===== src/pkg/sideband_pkg.sv =====
// Constants, types and timing shared by the SATA sideband block.
// Assumes a single core clock at CORE_CLK_HZ and no software registers.
//
// Functional notes
// An interlock pin is held low for a closed switch, high for an open one.
// Shared port pins leave reset as GPIO; combo select needs its strap.
// The LED pin is pulled low while any command is active, else released.
// Driven low means LED on, released means LED off, no third state.
// Serial data and load change only on rising serial clock edges.
// The target samples data and load on the falling serial clock edge.
// The serial clock runs at 32 kHz and at no other rate.
// Load goes high on a rising clock edge to mark each frame boundary.
// A 4-bit vendor pattern follows on the load line right after it.
// Each data line sends drives 0 to 7 in order each frame, then repeats.
// With the serial link off its four pins act as ordinary GPIO pins.
// With flex strap 11 the lane follows the select pin and polarity strap.
// Load is low outside boundary and pattern bits; data runs while enabled.
package sideband_pkg;

  // Timing
  localparam int unsigned CORE_CLK_HZ   = 40_000_000;
  localparam int unsigned SCLK_HZ       = 32_000;
  localparam int unsigned SCLK_HALF_CYC = CORE_CLK_HZ / (2 * SCLK_HZ);
  localparam int unsigned DIV_W         = 10;
  localparam logic [DIV_W-1:0] SCLK_HALF_LAST = DIV_W'(SCLK_HALF_CYC - 1);

  // Frame layout
  localparam int unsigned DRIVES     = 8;
  localparam int unsigned BIT_W      = 3;
  localparam logic [BIT_W-1:0] BIT_FIRST  = 3'h0;
  localparam logic [BIT_W-1:0] BIT_LAST   = 3'h7;
  localparam logic [BIT_W-1:0] PAT_FIRST  = 3'h1;
  localparam logic [BIT_W-1:0] PAT_LAST   = 3'h4;
  localparam int unsigned PAT_W      = 4;
  localparam int unsigned WORD_W     = 2 * DRIVES;

  // Serial pin indices
  localparam int unsigned PIN_SCLK  = 0;
  localparam int unsigned PIN_LOAD  = 1;
  localparam int unsigned PIN_DATA0 = 2;
  localparam int unsigned PIN_DATA1 = 3;
  localparam int unsigned SG_PINS   = 4;

  // Strap codes
  localparam logic [1:0] FLEX_BY_PIN = 2'h3;
  localparam logic [1:0] FLEX_SATA   = 2'h1;

  typedef enum logic [1:0] {
    SG_IDLE = 2'b01,
    SG_RUN  = 2'b10
  } sgpio_state_type;

  typedef enum logic [2:0] {
    PM_GPIO      = 3'b001,
    PM_INTERLOCK = 3'b010,
    PM_COMBO     = 3'b100
  } port_mode_type;

endpackage


===== src/rtl/stream_fifo.sv =====
// Synchronous FIFO with valid and ready on both sides.
// Assumes one clock and a synchronous active-high reset.
`timescale 1ns/1ps
module stream_fifo #(
  parameter int unsigned WIDTH = 16,
  parameter int unsigned DEPTH = 32
) (
  // Clock and reset
  input  wire logic             core_clk,
  input  wire logic             srst,
  // Fill side
  input  wire logic             inValid,
  input  wire logic [WIDTH-1:0] inData,
  output logic                  inReady,
  // Drain side
  output logic                  outValid,
  output logic [WIDTH-1:0]      outData,
  input  wire logic             outReady
);
  localparam int unsigned AW = $clog2(DEPTH);

  if (DEPTH < 2 || (DEPTH & (DEPTH - 1)) != 0) begin : g_chk
    $error("stream_fifo DEPTH must be a power of two");
  end

  logic [WIDTH-1:0] mem [DEPTH];
  logic [AW-1:0]    wrPtr_reg;
  logic [AW-1:0]    rdPtr_reg;
  logic [AW:0]      count_reg;
  logic [AW:0]      count_next;
  logic             push;
  logic             pop;

  assign push     = inValid && inReady;
  assign pop      = outValid && outReady;
  assign outValid = count_reg != '0;
  assign outData  = mem[rdPtr_reg];

  always_comb begin
    count_next = count_reg;
    if (push && !pop) begin
      count_next = count_reg + (AW+1)'(1);
    end else if (pop && !push) begin
      count_next = count_reg - (AW+1)'(1);
    end
  end

  // Storage
  always_ff @(posedge core_clk) begin
    if (push) begin
      mem[wrPtr_reg] <= inData;
    end
  end

  // Pointers and level
  always_ff @(posedge core_clk) begin
    if (srst) begin
      wrPtr_reg <= '0;
      rdPtr_reg <= '0;
      count_reg <= '0;
      inReady   <= 1'b0;
    end else begin
      if (push) begin
        wrPtr_reg <= wrPtr_reg + AW'(1);
      end
      if (pop) begin
        rdPtr_reg <= rdPtr_reg + AW'(1);
      end
      count_reg <= count_next;
      inReady   <= count_next != (AW+1)'(DEPTH);
    end
  end

endmodule


===== src/rtl/sata_sideband_sgpio.sv =====
// Sideband logic of a multi-port SATA controller: interlock and combo
// select pins, open-drain activity LED and the serial drive status link.
// Assumes pin inputs are asynchronous; straps and command activity
// come from logic on core_clk. Pads resolve open-drain from the enables.
`timescale 1ns/1ps
module sata_sideband_sgpio
  import sideband_pkg::*;
#(
  parameter int unsigned PORTS      = 8,
  parameter int unsigned FIFO_DEPTH = 32,
  parameter logic [PAT_W-1:0] VENDOR_PATTERN = 4'h0
) (
  // Clock and reset
  input  wire logic                 core_clk,
  input  wire logic                 srst,
  // Shared port pins and their straps
  input  wire logic [PORTS-1:0]     portInterlockIn,
  input  wire logic [PORTS-1:0]     interlockEnable,
  input  wire logic [2*PORTS-1:0]   comboFlexStrap,
  input  wire logic [PORTS-1:0]     comboPolarityStrap,
  output logic      [PORTS-1:0]     switchClosed,
  output logic      [PORTS-1:0]     laneIsSata,
  output logic      [PORTS-1:0]     gpioPortLevel,
  // Activity LED, open drain
  input  wire logic [PORTS-1:0]     cmdActive,
  output logic                      activityLedNOut,
  output logic                      activityLedNOe,
  // Serial link control and status words
  input  wire logic                 sgpioEnable,
  input  wire logic [SG_PINS-1:0]   gpioDriveLow,
  input  wire logic                 statusValid,
  input  wire logic [WORD_W-1:0]    statusData,
  output logic                      statusReady,
  // Serial link pins, open drain: clock, load, data0, data1
  output logic      [SG_PINS-1:0]   sgpioPinOut,
  output logic      [SG_PINS-1:0]   sgpioPinOe
);

  if (PORTS < 1 || PORTS > DRIVES) begin : g_chk
    $error("sata_sideband_sgpio PORTS must lie in 1..8");
  end

  // Lane type chosen by straps and the sampled select pin
  function automatic logic laneSata(input logic [1:0] flex,
                                    input logic       pol,
                                    input logic       pin);
    if (flex == FLEX_BY_PIN) begin
      laneSata = (pin != pol);
    end else begin
      laneSata = (flex == FLEX_SATA);
    end
  endfunction

  // ---------------------------------------------------------------
  // Port pins
  // ---------------------------------------------------------------
  logic [PORTS-1:0]   pinMeta_reg;
  logic [PORTS-1:0]   pinSync_reg;
  logic               strapTaken_reg;
  logic [2*PORTS-1:0] flex_reg;
  logic [PORTS-1:0]   pol_reg;
  port_mode_type      portMode_reg [PORTS];

  // Two-stage synchroniser for the port pins
  always_ff @(posedge core_clk) begin
    if (srst) begin
      pinMeta_reg <= '1;
      pinSync_reg <= '1;
    end else begin
      pinMeta_reg <= portInterlockIn;
      pinSync_reg <= pinMeta_reg;
    end
  end

  // Straps are caught at the first edge after reset release
  always_ff @(posedge core_clk) begin
    if (srst) begin
      strapTaken_reg <= 1'b0;
      flex_reg       <= '0;
      pol_reg        <= '0;
    end else if (!strapTaken_reg) begin
      strapTaken_reg <= 1'b1;
      flex_reg       <= comboFlexStrap;
      pol_reg        <= comboPolarityStrap;
    end
  end

  // Pin function per port
  always_ff @(posedge core_clk) begin
    for (int i = 0; i < PORTS; i++) begin
      if (srst || !strapTaken_reg) begin
        portMode_reg[i] <= PM_GPIO;
      end else if (flex_reg[2*i +: 2] == FLEX_BY_PIN) begin
        portMode_reg[i] <= PM_COMBO;
      end else if (interlockEnable[i]) begin
        portMode_reg[i] <= PM_INTERLOCK;
      end else begin
        portMode_reg[i] <= PM_GPIO;
      end
    end
  end

  // Per-port results
  always_ff @(posedge core_clk) begin
    if (srst) begin
      switchClosed  <= '0;
      laneIsSata    <= '0;
      gpioPortLevel <= '0;
    end else begin
      for (int i = 0; i < PORTS; i++) begin
        // Low level means switch closed
        switchClosed[i] <= (portMode_reg[i] == PM_INTERLOCK)
                           && !pinSync_reg[i];
        gpioPortLevel[i] <= (portMode_reg[i] == PM_GPIO)
                            && pinSync_reg[i];
        laneIsSata[i] <= laneSata(flex_reg[2*i +: 2], pol_reg[i],
                                  pinSync_reg[i]);
      end
    end
  end

  // ---------------------------------------------------------------
  // Activity LED
  // ---------------------------------------------------------------
  always_ff @(posedge core_clk) begin
    if (srst) begin
      activityLedNOut <= 1'b0;
      activityLedNOe  <= 1'b0;
    end else begin
      activityLedNOut <= 1'b0;
      activityLedNOe  <= |cmdActive;
    end
  end

  // ---------------------------------------------------------------
  // Status word FIFO
  // ---------------------------------------------------------------
  logic              fifoOutValid;
  logic [WORD_W-1:0] fifoOutData;
  logic              fifoOutReady;

  stream_fifo #(
    .WIDTH (WORD_W),
    .DEPTH (FIFO_DEPTH)
  ) u_fifo (
    .core_clk (core_clk),
    .srst     (srst),
    .inValid  (statusValid),
    .inData   (statusData),
    .inReady  (statusReady),
    .outValid (fifoOutValid),
    .outData  (fifoOutData),
    .outReady (fifoOutReady)
  );

  // ---------------------------------------------------------------
  // Serial link
  // ---------------------------------------------------------------
  sgpio_state_type   state_reg;
  sgpio_state_type   state_next;
  logic [DIV_W-1:0]  div_reg;
  logic [DIV_W-1:0]  div_next;
  logic              sclk_reg;
  logic              sclk_next;
  logic [BIT_W-1:0]  bit_reg;
  logic [BIT_W-1:0]  bit_next;
  logic [WORD_W-1:0] word_reg;
  logic [WORD_W-1:0] word_next;
  logic              load_reg;
  logic              load_next;
  logic              data0_reg;
  logic              data0_next;
  logic              data1_reg;
  logic              data1_next;
  logic              riseTick;
  logic              halfDone;
  logic [BIT_W-1:0]  patIdx;

  assign halfDone = (state_reg == SG_RUN) && (div_reg == SCLK_HALF_LAST);
  assign riseTick = halfDone && !sclk_reg;
  assign patIdx   = bit_next - PAT_FIRST;
  // Take a fresh word at each frame start when one waits
  assign fifoOutReady = riseTick && (bit_next == BIT_FIRST);

  always_comb begin
    state_next = state_reg;
    case (state_reg)
      SG_IDLE: begin
        if (sgpioEnable) begin
          state_next = SG_RUN;
        end
      end
      SG_RUN: begin
        if (!sgpioEnable) begin
          state_next = SG_IDLE;
        end
      end
      default: begin
        state_next = SG_IDLE;
      end
    endcase
  end

  // Divider and bit counter
  always_comb begin
    div_next  = div_reg;
    sclk_next = sclk_reg;
    bit_next  = bit_reg;
    if (state_reg != SG_RUN) begin
      div_next  = '0;
      sclk_next = 1'b0;
      bit_next  = BIT_LAST;
    end else if (halfDone) begin
      div_next  = '0;
      sclk_next = !sclk_reg;
      if (!sclk_reg) begin
        bit_next = (bit_reg == BIT_LAST) ? BIT_FIRST
                                         : bit_reg + BIT_W'(1);
      end
    end else begin
      div_next = div_reg + DIV_W'(1);
    end
  end

  // Load and data: cleared while the link is not running, else updated only on the rising clock tick
  always_comb begin
    word_next  = word_reg;
    load_next  = load_reg;
    data0_next = data0_reg;
    data1_next = data1_reg;
    if (state_reg != SG_RUN) begin
      load_next  = 1'b0;
      data0_next = 1'b0;
      data1_next = 1'b0;
    end else if (riseTick) begin
      if (bit_next == BIT_FIRST && fifoOutValid) begin
        word_next = fifoOutData;
      end
      if (bit_next == BIT_FIRST) begin
        load_next = 1'b1;
      end else if (bit_next >= PAT_FIRST && bit_next <= PAT_LAST) begin
        load_next = VENDOR_PATTERN[PAT_W - 1 - int'(patIdx)];
      end else begin
        load_next = 1'b0;
      end
      data0_next = word_next[bit_next];
      data1_next = word_next[DRIVES + int'(bit_next)];
    end
  end

  always_ff @(posedge core_clk) begin
    if (srst) begin
      state_reg <= SG_IDLE;
    end else begin
      state_reg <= state_next;
    end
  end

  always_ff @(posedge core_clk) begin
    if (srst) begin
      div_reg  <= '0;
      sclk_reg <= 1'b0;
      bit_reg  <= BIT_LAST;
    end else begin
      div_reg  <= div_next;
      sclk_reg <= sclk_next;
      bit_reg  <= bit_next;
    end
  end

  always_ff @(posedge core_clk) begin
    if (srst) begin
      word_reg  <= '0;
      load_reg  <= 1'b0;
      data0_reg <= 1'b0;
      data1_reg <= 1'b0;
    end else begin
      word_reg  <= word_next;
      load_reg  <= load_next;
      data0_reg <= data0_next;
      data1_reg <= data1_next;
    end
  end

  // Open-drain pads: enable pulls low; GPIO use when link is off
  always_ff @(posedge core_clk) begin
    if (srst) begin
      sgpioPinOut <= '0;
      sgpioPinOe  <= '0;
    end else begin
      sgpioPinOut <= '0;
      if (state_next == SG_RUN) begin
        sgpioPinOe[PIN_SCLK]  <= !sclk_next;
        sgpioPinOe[PIN_LOAD]  <= !load_next;
        sgpioPinOe[PIN_DATA0] <= !data0_next;
        sgpioPinOe[PIN_DATA1] <= !data1_next;
      end else begin
        sgpioPinOe <= gpioDriveLow;
      end
    end
  end

endmodule


===== config.mk =====
export PLATFORM = sky130hd
export DESIGN_NAME = sata_sideband_sgpio
export DESIGN_NICKNAME = d
export VERILOG_FILES = /design/src/pkg/sideband_pkg.sv /design/src/rtl/stream_fifo.sv /design/src/rtl/sata_sideband_sgpio.sv
export SDC_FILE = /design/constraint.sdc
export NUM_CORES = 1
export LEC_CHECK = 0
export BUFFER_PORTS_ARGS = -buffer_cell sky130_fd_sc_hd__buf_4
export CAP_MARGIN = 40
export CORE_UTILIZATION = 55
export DETAILED_ROUTE_END_ITERATION = 16
export HOLD_SLACK_MARGIN = 0.12
export PLACE_DENSITY_LB_ADDON = 0.05
export SKIP_LAST_GASP = 1
export SLEW_MARGIN = 20
export SYNTH_ARGS = -nofsm -noshare
export SYNTH_HDL_FRONTEND = slang
export SYNTH_SLANG_ARGS = --single-unit

===== constraint.sdc =====
create_clock -name core_clk -period 7.39 [get_ports core_clk]
set_input_delay 0.739 -clock core_clk [delete_from_list [all_inputs] [get_ports core_clk]]
set_output_delay 0.739 -clock core_clk [all_outputs]
set_load 0.02 [all_outputs]

==> reports/metrics.csv, run 1 <==
metric,value,unit
async_flop_share,0,
crit_path_max_fanout,47,
dieHeight,218.0,µm
grt_pass1_vias,13274,
synth_top_area_cell,edfxtp_1,
nets,1669,
rsz0062_at_grt,no,
synth_compound_area_frac,0.02380,
vias,13334,
wl_per_cell,26.50,µm
first_pass_iters,5,
drv_slew,0,
yosysMostFrequentCell,edfxtp_1,
cts_setup_buffers,0,
h-tree-depth,3,
holdBufCountCts,0,
routed_wl,59070,µm
max_freq,267.6,MHz
status,completed,
worstMarginPinSlew,0.8708,ns
placeableCoreArea,45670,µm²
cts_num_sinks,663,
cp-startpoint,state_reg[0],
gp_congestion,0.8131,
synthFlopType,edfxtp_1,
syn_avg_cell_area,18.07,µm²
yosys_warnings,0,
setup_viol,0,
synthSimpleGateAreaFrac,0.06466,
syn_to_final_growth,16.06,%
syn_inst,1420,
synth_fa_ha_area_frac,0.007315,
synth_edf_count,536,
netlist.area_leader.share,0.6273,
synth_top_family_by_area,multiplexers,
synth_area,25660,µm²
synth.ff_latch_count,663,
peakVddDrop,0.2563,mV
die_area,47520,µm²
hp-start,portInterlockIn[1],
initial_core_util,0.5617,
cap_violations,0,
finalHoldViolCount,0,
cts_resized,0,
clkLatencyLatePin,0.60,ns
viasPerCell,5.982,
timing.rr.start,state_reg[0],
synthTopCellsByCount,"edfxtp_1, mux4_2, dfxtp_1",
cts_tree,done,
clock_path_buffers,3,
hp-class,in2reg,
antennaDiodeCount,0,
die_x,218.0,µm
drc,0,
fin_setup_tns,0,ns
p_leak,0.009735,µW
synth_cell_type_count,63,
cts_buffers,68,
drt_iter0_markers,1485,
placementRows,78,
dpl.hpwl,34420,µm
fin_skew,0.02412,ns
grt_max_degree,84,
grt_pass1_wl,86990,µm
overflow,0,
placed_area,27650,µm²
path_class,reg2reg,
largest_reg_flops,512,
synth_xor_area_frac,0.009900,
power_density,253.3,nW/µm²
seq_area_frac_synth,0.7264,
max_slew_margin,0.4181,
crit_path_end_kind,flop,
ys_top_cells_by_area,"edfxtp_1, mux4_2, dfxtp_1, mux2i_1, nor2_1",
worstPathArrival,4.18,ns
antenna_found_initial,0,
root_buffer,clkbuf_16,
reg2reg_slack,3.65,ns
muxShareOfSynthArea,0.1502,
crit_path_start_kind,flop,
postLayoutCellArea,29780,µm²
crit_required,7.84,ns
drive_above_1_share,0.2762,
top_level_ports,107,
clkTransAtPathRegs,0.06,ns
period_needed,3.737,ns
antenna_left,0,
period_share,0.5057,
portBuffers,101,
grt_usage,0.2578,
-- where the power goes --
group | internal, µW | switching (µW) | leakage [µW]
logic | 96.9 | 155 | 0.00286
registers | 4070 | 26.9 | 0.00588
clock network | 1820 | 1370 | 0.000999
total | 5990 | 1550 | 0.00973
-- per-stage QoR --
step / power (µW) / hold WS (ns) / util / worst slack [ns] / cells
after CTS: 7592 / 0.3082 / 0.6498 / 3.680 / 2225
after global routing: 7762 / 0.3123 / 0.6520 / 3.385 / 2229
after detailed placement: 4430 / 0.3928 / 0.6053 / 3.703 / 2108
after global placement: 4417 / 0.3929 / 0.5967 / 3.782 / 2093
final: 7542 / 0.3342 / 0.6520 / 3.653 / 2229
after floorplan: 4308 / 0.3895 / - / 4.632 / 1447
-- cell usage in the layout, fill, tap and decap left out, types with 14 or more instances in the layout --
master       n
dfxtp_1    124
a211oi_1    36
nor4_1      22
nor2_4      20
clkbuf_16   69
edfxtp_1   536
mux2i_1     50
xnor2_1     16
nand2_1     58
nor2b_1     22
buf_16      15
and3_1      20
or2_2       19
a21oi_1     23
inv_1       14
ha_1        15
clkinv_2    14
buf_4      122
nor2_1      92
mux4_2     145
conb_1      29
-- metal layers --
metal,part of all wire,vias up,wire (µm),track usage
li1,-,5900,-,-
met1,0.43,6870,25280,0.3682
met2,0.48,470,28160,0.4020
met3,0.074,94,4380,0.05844
met4,0.021,0,1246,0.07086
met5,0,-,0,0
-- worst max-delay path, stage by stage (launching register included) --
cell and delay [ns]:
dfxtp_1 0.35, inv_1 0.11, ha_1 0.60, and4bb_2 0.38
and3_1 0.21, ha_1 0.32, o2111ai_1 0.21, mux2i_4 0.16
buf_4 0.50, nand2_1 0.18, mux2_2 0.30, o21ai_1 0.14
a41oi_1 0.12
-- logic make-up (layout without fill, tap and decap cells) --
logic type                 Yosys count  count (layout)
and+or+nand+nor                    330             330
other                                2              29
adders and majority gates           15              15
buffers and inverters               91             273
AOI/OAI and AO/OA                   89              89
xor gates and xnor gates            29              29
muxes                              201             201
DFF                                663             663
-- final cells by class --
class                   instances  area [µm²]
fillers                      3156       15900
flip-flops and latches        663       18650
clock buffers                  82        1785
inverters                      14       52.55
well taps                     600       750.7
clock inverters                35       249.0
multi-input cells             693        6867
repair buffers                142        1424
-- path summary, 6_finish.rpt --
path / endpoint / depth (start not counted)
hold reg to reg: pinSync_reg[4] / 1
hold / removal: pinMeta_reg[1] / 2
setup reg to reg: u_fifo.inReady / 12
setup / recovery: u_fifo.inReady / 12
No activity file was read; power rests on OpenSTA's default activity.
==> run 2: changes to the inputs <==
==> constraint.sdc (replaced) <==
create_clock -name core_clk -period 3.7 [get_ports core_clk]
set_input_delay 0.37 -clock core_clk [delete_from_list [all_inputs] [get_ports core_clk]]
set_output_delay 0.37 -clock core_clk [all_outputs]
set_load 0.02 [all_outputs]
==> reports/metrics.csv, run 2 (same netlist as run 1, synthesis figures left out) <==
metric,value,unit
status,completed,
rr_worst_depth,11,
routed_wl,59120,µm
grt_max_degree,52,
timing.rr.start,state_reg[0],
layout_commonest_cell,edfxtp_1,
fin_setup_tns,0,ns
cts_num_sinks,663,
cts_tree,done,
crit_path_end_kind,flop,
multi_input_area,6766,µm²
power_density,514.9,nW/µm²
nFillCells,3079,
root_buffer,clkbuf_16,
dpl.hpwl,35310,µm
period_needed,3.037,ns
seq_power_share,0.527,
drv_slew,0,
cts_buffers,69,
internal_power,12400,µW
grt_pass1_vias,13562,
hp-class,in2reg,
viasPerCell,5.911,
p_sw_frac,0.2030,
antenna_found_initial,2,
grt_pass1_wl,87030,µm
p_sw,3157,µW
initial_core_util,0.5617,
die_x,218.0,µm
vias,13624,
worstMarginPinSlew,0.8670,ns
max_freq,329.2,MHz
max_slew_margin,0.4212,
pwr-share-clk,0.438,
p_leak,0.01003,µW
dieHeight,218.0,µm
clkLatencyLatePin,0.60,ns
wl_per_cell,25.65,µm
final_cell_mix,"edfxtp_1, buf_4, mux4_2",
syn_to_final_growth,17.72,%
period_share,0.8209,
crit_required,4.12,ns
first_pass_iters,5,
crit_path_max_fanout,16,
drc,0,
overflow,0,
placementRows,78,
portBuffers,101,
crit_path_start_kind,flop,
drt_iter0_markers,1369,
top_level_ports,107,
h-tree-depth,3,
path_class,reg2reg,
placeableCoreArea,45670,µm²
min_path_cells,1,
stdcell_count,2305,
clkTransAtPathRegs,0.06,ns
drive_above_1_share,0.2776,
finalHoldViolCount,0,
antenna_left,0,
worstPathArrival,3.46,ns
fin_skew,0.03037,ns
nets,1735,
finalPower,15550,µW
pwr-share-comb,0.035,
numPlacedInstances,2131,
rsz0062_at_grt,no,
peakVddDrop,0.4320,mV
die_area,47520,µm²
largest_reg_flops,512,
reg2reg_slack,0.66,ns
clock_path_buffers,3,
cts_resized,0,
hp-start,statusData[5],
gp_congestion,0.8140,
cap_violations,0,
grt_usage,0.2565,
r2r-end,u_fifo.inReady,
regArea,18650,µm²
min_to,u_fifo.mem[18][5],
setup_viol,0,
[run 2: area by class of cell]
| cell class | count | area share |
|---|---|---|
| Multi-Input combinational cell | 693 | 0.2240 |
| Timing Repair Buffer | 207 | 0.05746 |
| Inverter | 14 | 0.001740 |
| Clock inverter | 31 | 0.01003 |
| Tap cell | 600 | 0.02486 |
| Antenna cell | 1 | 0.00008285 |
| Clock buffer | 96 | 0.06434 |
| Sequential cell | 663 | 0.6175 |
[run 2: per-layer routing]
metal / share of wire / wire length [µm] / global-route usage / vias up
met5: 0 / 0 / 0 / -
met4: 0.023 / 1355 / 0.07343 / 0
met2: 0.48 / 28310 / 0.4058 / 479
li1: - / - / - / 6016
met3: 0.068 / 4027 / 0.05105 / 97
met1: 0.43 / 25420 / 0.3647 / 7032
[run 2: worst max path at each step]
stage                              endpoint  slack (ns)            from  cells past startpoint
after floorplan           u_fifo.mem[15][0]        1.20  u_fifo.inReady                      5
after global placement          word_reg[2]        0.82    state_reg[0]                     10
after detailed placement        word_reg[1]        0.71    state_reg[0]                     10
after CTS                      word_reg[14]        0.68    state_reg[0]                     10
after global routing           word_reg[14]        0.42    state_reg[0]                     10
final                        u_fifo.inReady        0.66    state_reg[0]                     11
[run 2: repair_timing]
item	4_1_cts	5_1_grt
hold endpoints to repair	53	0
buffers inserted	0	0
hold buffers	46	0
[run 2: power by group through the flow]
stage	Combinational, µW	Clock [µW]	Sequential [µW]
final	551	6810	8190
after floorplan	243	0	8360
after CTS	549	6920	8190
after global routing	605	7200	8200
after detailed placement	504	0	8350
after global placement	492	0	8350
[run 2: worst max-delay path, cell delays in order (launching register included)]
cell	delay, ns
dfxtp_1	0.35
inv_1	0.10
ha_1	0.16
and4bb_2	0.28
and3_1	0.21
ha_1	0.33
o2111ai_1	0.21
mux2i_4	0.50
nand2_1	0.18
mux2_2	0.29
o21ai_1	0.12
a41oi_1	0.12
[run 2: through the flow]
| step | setup slack [ns] | util | hold slack, ns | cell area [µm²] |
|---|---|---|---|---|
| after floorplan | 1.200 | - | 0.3895 | 25760 |
| after global placement | 0.8228 | 0.6017 | 0.3936 | 27480 |
| after detailed placement | 0.7053 | 0.6020 | 0.3965 | 27490 |
| after CTS | 0.6784 | 0.6612 | 0.1358 | 30200 |
| after global routing | 0.4248 | 0.6613 | 0.1534 | 30200 |
| final | 0.6626 | 0.6613 | 0.1807 | 30200 |
==> run 3: changes to the inputs <==
==> constraint.sdc (replaced) <==
create_clock -name core_clk -period 2.5 [get_ports core_clk]
set_input_delay 0.25 -clock core_clk [delete_from_list [all_inputs] [get_ports core_clk]]
set_output_delay 0.25 -clock core_clk [all_outputs]
set_load 0.02 [all_outputs]
==> reports/metrics.csv, run 3 (same netlist as run 1, synthesis figures left out) <==
metric,value,unit
status,completed,
wl_per_cell,24.84,µm
initial_core_util,0.5617,
hp-class,in2reg,
overflow,0,
timing.rr.start,state_reg[0],
placeableCoreArea,45670,µm²
post-place-ws,-0.2029,ns
grt_usage,0.2604,
cts_buffers,68,
setup_viol,0,
reg2reg_slack,0.03,ns
gp_congestion,0.7911,
drt_iter0_markers,1309,
vias,13934,
p_leak,0.01056,µW
die_x,218.0,µm
nets,1838,
antenna_left,0,
crit_path_start_kind,flop,
viasPerCell,5.787,
grt_max_degree,70,
postLayoutCellArea,31150,µm²
finalHoldViolCount,0,
period_share,0.9892,
routed_wl,59820,µm
final_cell_mix,"edfxtp_1, buf_4, mux4_2",
cp-startpoint,state_reg[0],
rr_worst_depth,12,
h-tree-depth,3,
endpoint,u_fifo.inReady,
crit_required,2.96,ns
rsz0062_at_grt,yes,
nFillCells,3052,
dpl.hpwl,37030,µm
portBuffers,101,
drive_above_1_share,0.3154,
clock_path_buffers,3,
drv_slew,0,
peakVddDrop,0.6467,mV
crit_path_max_fanout,5,
antenna_found_initial,1,
dieHeight,218.0,µm
max_freq,404.4,MHz
syn_to_final_growth,21.39,%
grt_pass1_vias,14093,
die_area,47520,µm²
finalPower,22670,µW
placed_area,28120,µm²
r2r-end,u_fifo.inReady,
cts_num_sinks,663,
period_needed,2.473,ns
fin_skew,0.02049,ns
first_pass_iters,5,
top_level_ports,107,
drc,0,
clkTransAtPathRegs,0.07,ns
fin_ws,0.02695,ns
cap_violations,0,
max_slew_margin,0.6254,
clkLatencyLatePin,0.60,ns
cts_tree,done,
worstPathArrival,2.93,ns
fin_hold_ws,0.1816,ns
placementRows,78,
crit_path_end_kind,flop,
layout_commonest_cell,edfxtp_1,
root_buffer,clkbuf_16,
worstMarginPinSlew,0.5606,ns
path_class,reg2reg,
power_density,727.9,nW/µm²
largest_reg_flops,512,
fin_setup_tns,0,ns
grt_pass1_wl,88580,µm
==> run 3: cell count changes in the layout (fill, tap and decap cells not counted), sizes merged <==
cell,delta
buf,+80
bufinv,-3
clkinv,+2
clkbuf,-1
mux2i,+1
clkinvlp,-1
dlygate4sd3,+23
inv,+2
==> run 3: area by class of cell <==
| cell class | instances | area (µm²) | share of cell area |
|---|---|---|---|
| Antenna cell | 1 | 2.502 | 0.00008034 |
| Clock buffer | 95 | 1886 | 0.06054 |
| Timing Repair Buffer | 310 | 2678 | 0.08597 |
| Tap cell | 600 | 750.7 | 0.02410 |
| Multi-Input combinational cell | 694 | 6899 | 0.2215 |
| Inverter | 14 | 52.55 | 0.001687 |
| Sequential cell | 663 | 18650 | 0.5989 |
| Clock inverter | 31 | 224.0 | 0.007191 |
==> run 3: per-stage QoR <==
stage | std cells | util
after floorplan | 1447 | -
after CTS | 2402 | 0.6786
final | 2408 | 0.6819
after detailed placement | 2203 | 0.6156
after global routing | 2408 | 0.6819
after global placement | 2203 | 0.6156
==> run 3: critical path, stage by stage (launching register included) <==
cell and delay [ns]:
dfxtp_2 0.32, inv_2 0.06, ha_4 0.12, and4bb_2 0.24
and3_4 0.21, ha_4 0.16, o211ai_1 0.17, mux2i_4 0.30
buf_6 0.14, mux2i_1 0.21, xnor2_1 0.11, nor2_1 0.18
a41oi_2 0.13
==> run 3: how the worst min path moves through the flow <==
| stage | from | to | slack (ns) | cells after the start |
|---|---|---|---|---|
| after floorplan | statusData[0] | u_fifo.mem[0][0] | 0.35 | 0 |
| after global placement | pinMeta_reg[5] | pinSync_reg[5] | 0.39 | 1 |
| after detailed placement | pinMeta_reg[4] | pinSync_reg[4] | 0.39 | 1 |
| after CTS | statusValid | u_fifo.wrPtr_reg[1] | 0.13 | 4 |
| after global routing | statusValid | u_fifo.wrPtr_reg[1] | 0.19 | 4 |
| final | statusValid | u_fifo.wrPtr_reg[1] | 0.18 | 4 |
==> run 3: per-layer routing <==
metal / GRT usage / up-vias / share of wire
met4: 0.09417 / 0 / 0.035
met2: 0.4102 / 455 / 0.48
met5: 0 / - / 0
met1: 0.3651 / 7112 / 0.43
met3: 0.05035 / 125 / 0.056
li1: - / 6242 / -
==> run 3: report_power, final <==
part	internal, µW	switching, µW	total [µW]
registers	12000	75.4	12100
clock network	5510	4090	9600
logic	431	525	956
total	18000	4690	22700
==> run 3: repair_timing <==
action                                  4_1_cts  5_1_grt
hold buffers                                 69        0
endpoints found under the setup margin       24       14
setup buffers                                 3        5
gates cloned                                  1        0
resized for setup                             8       22
endpoints found under the hold margin       572        0
pin swaps                                     0        8
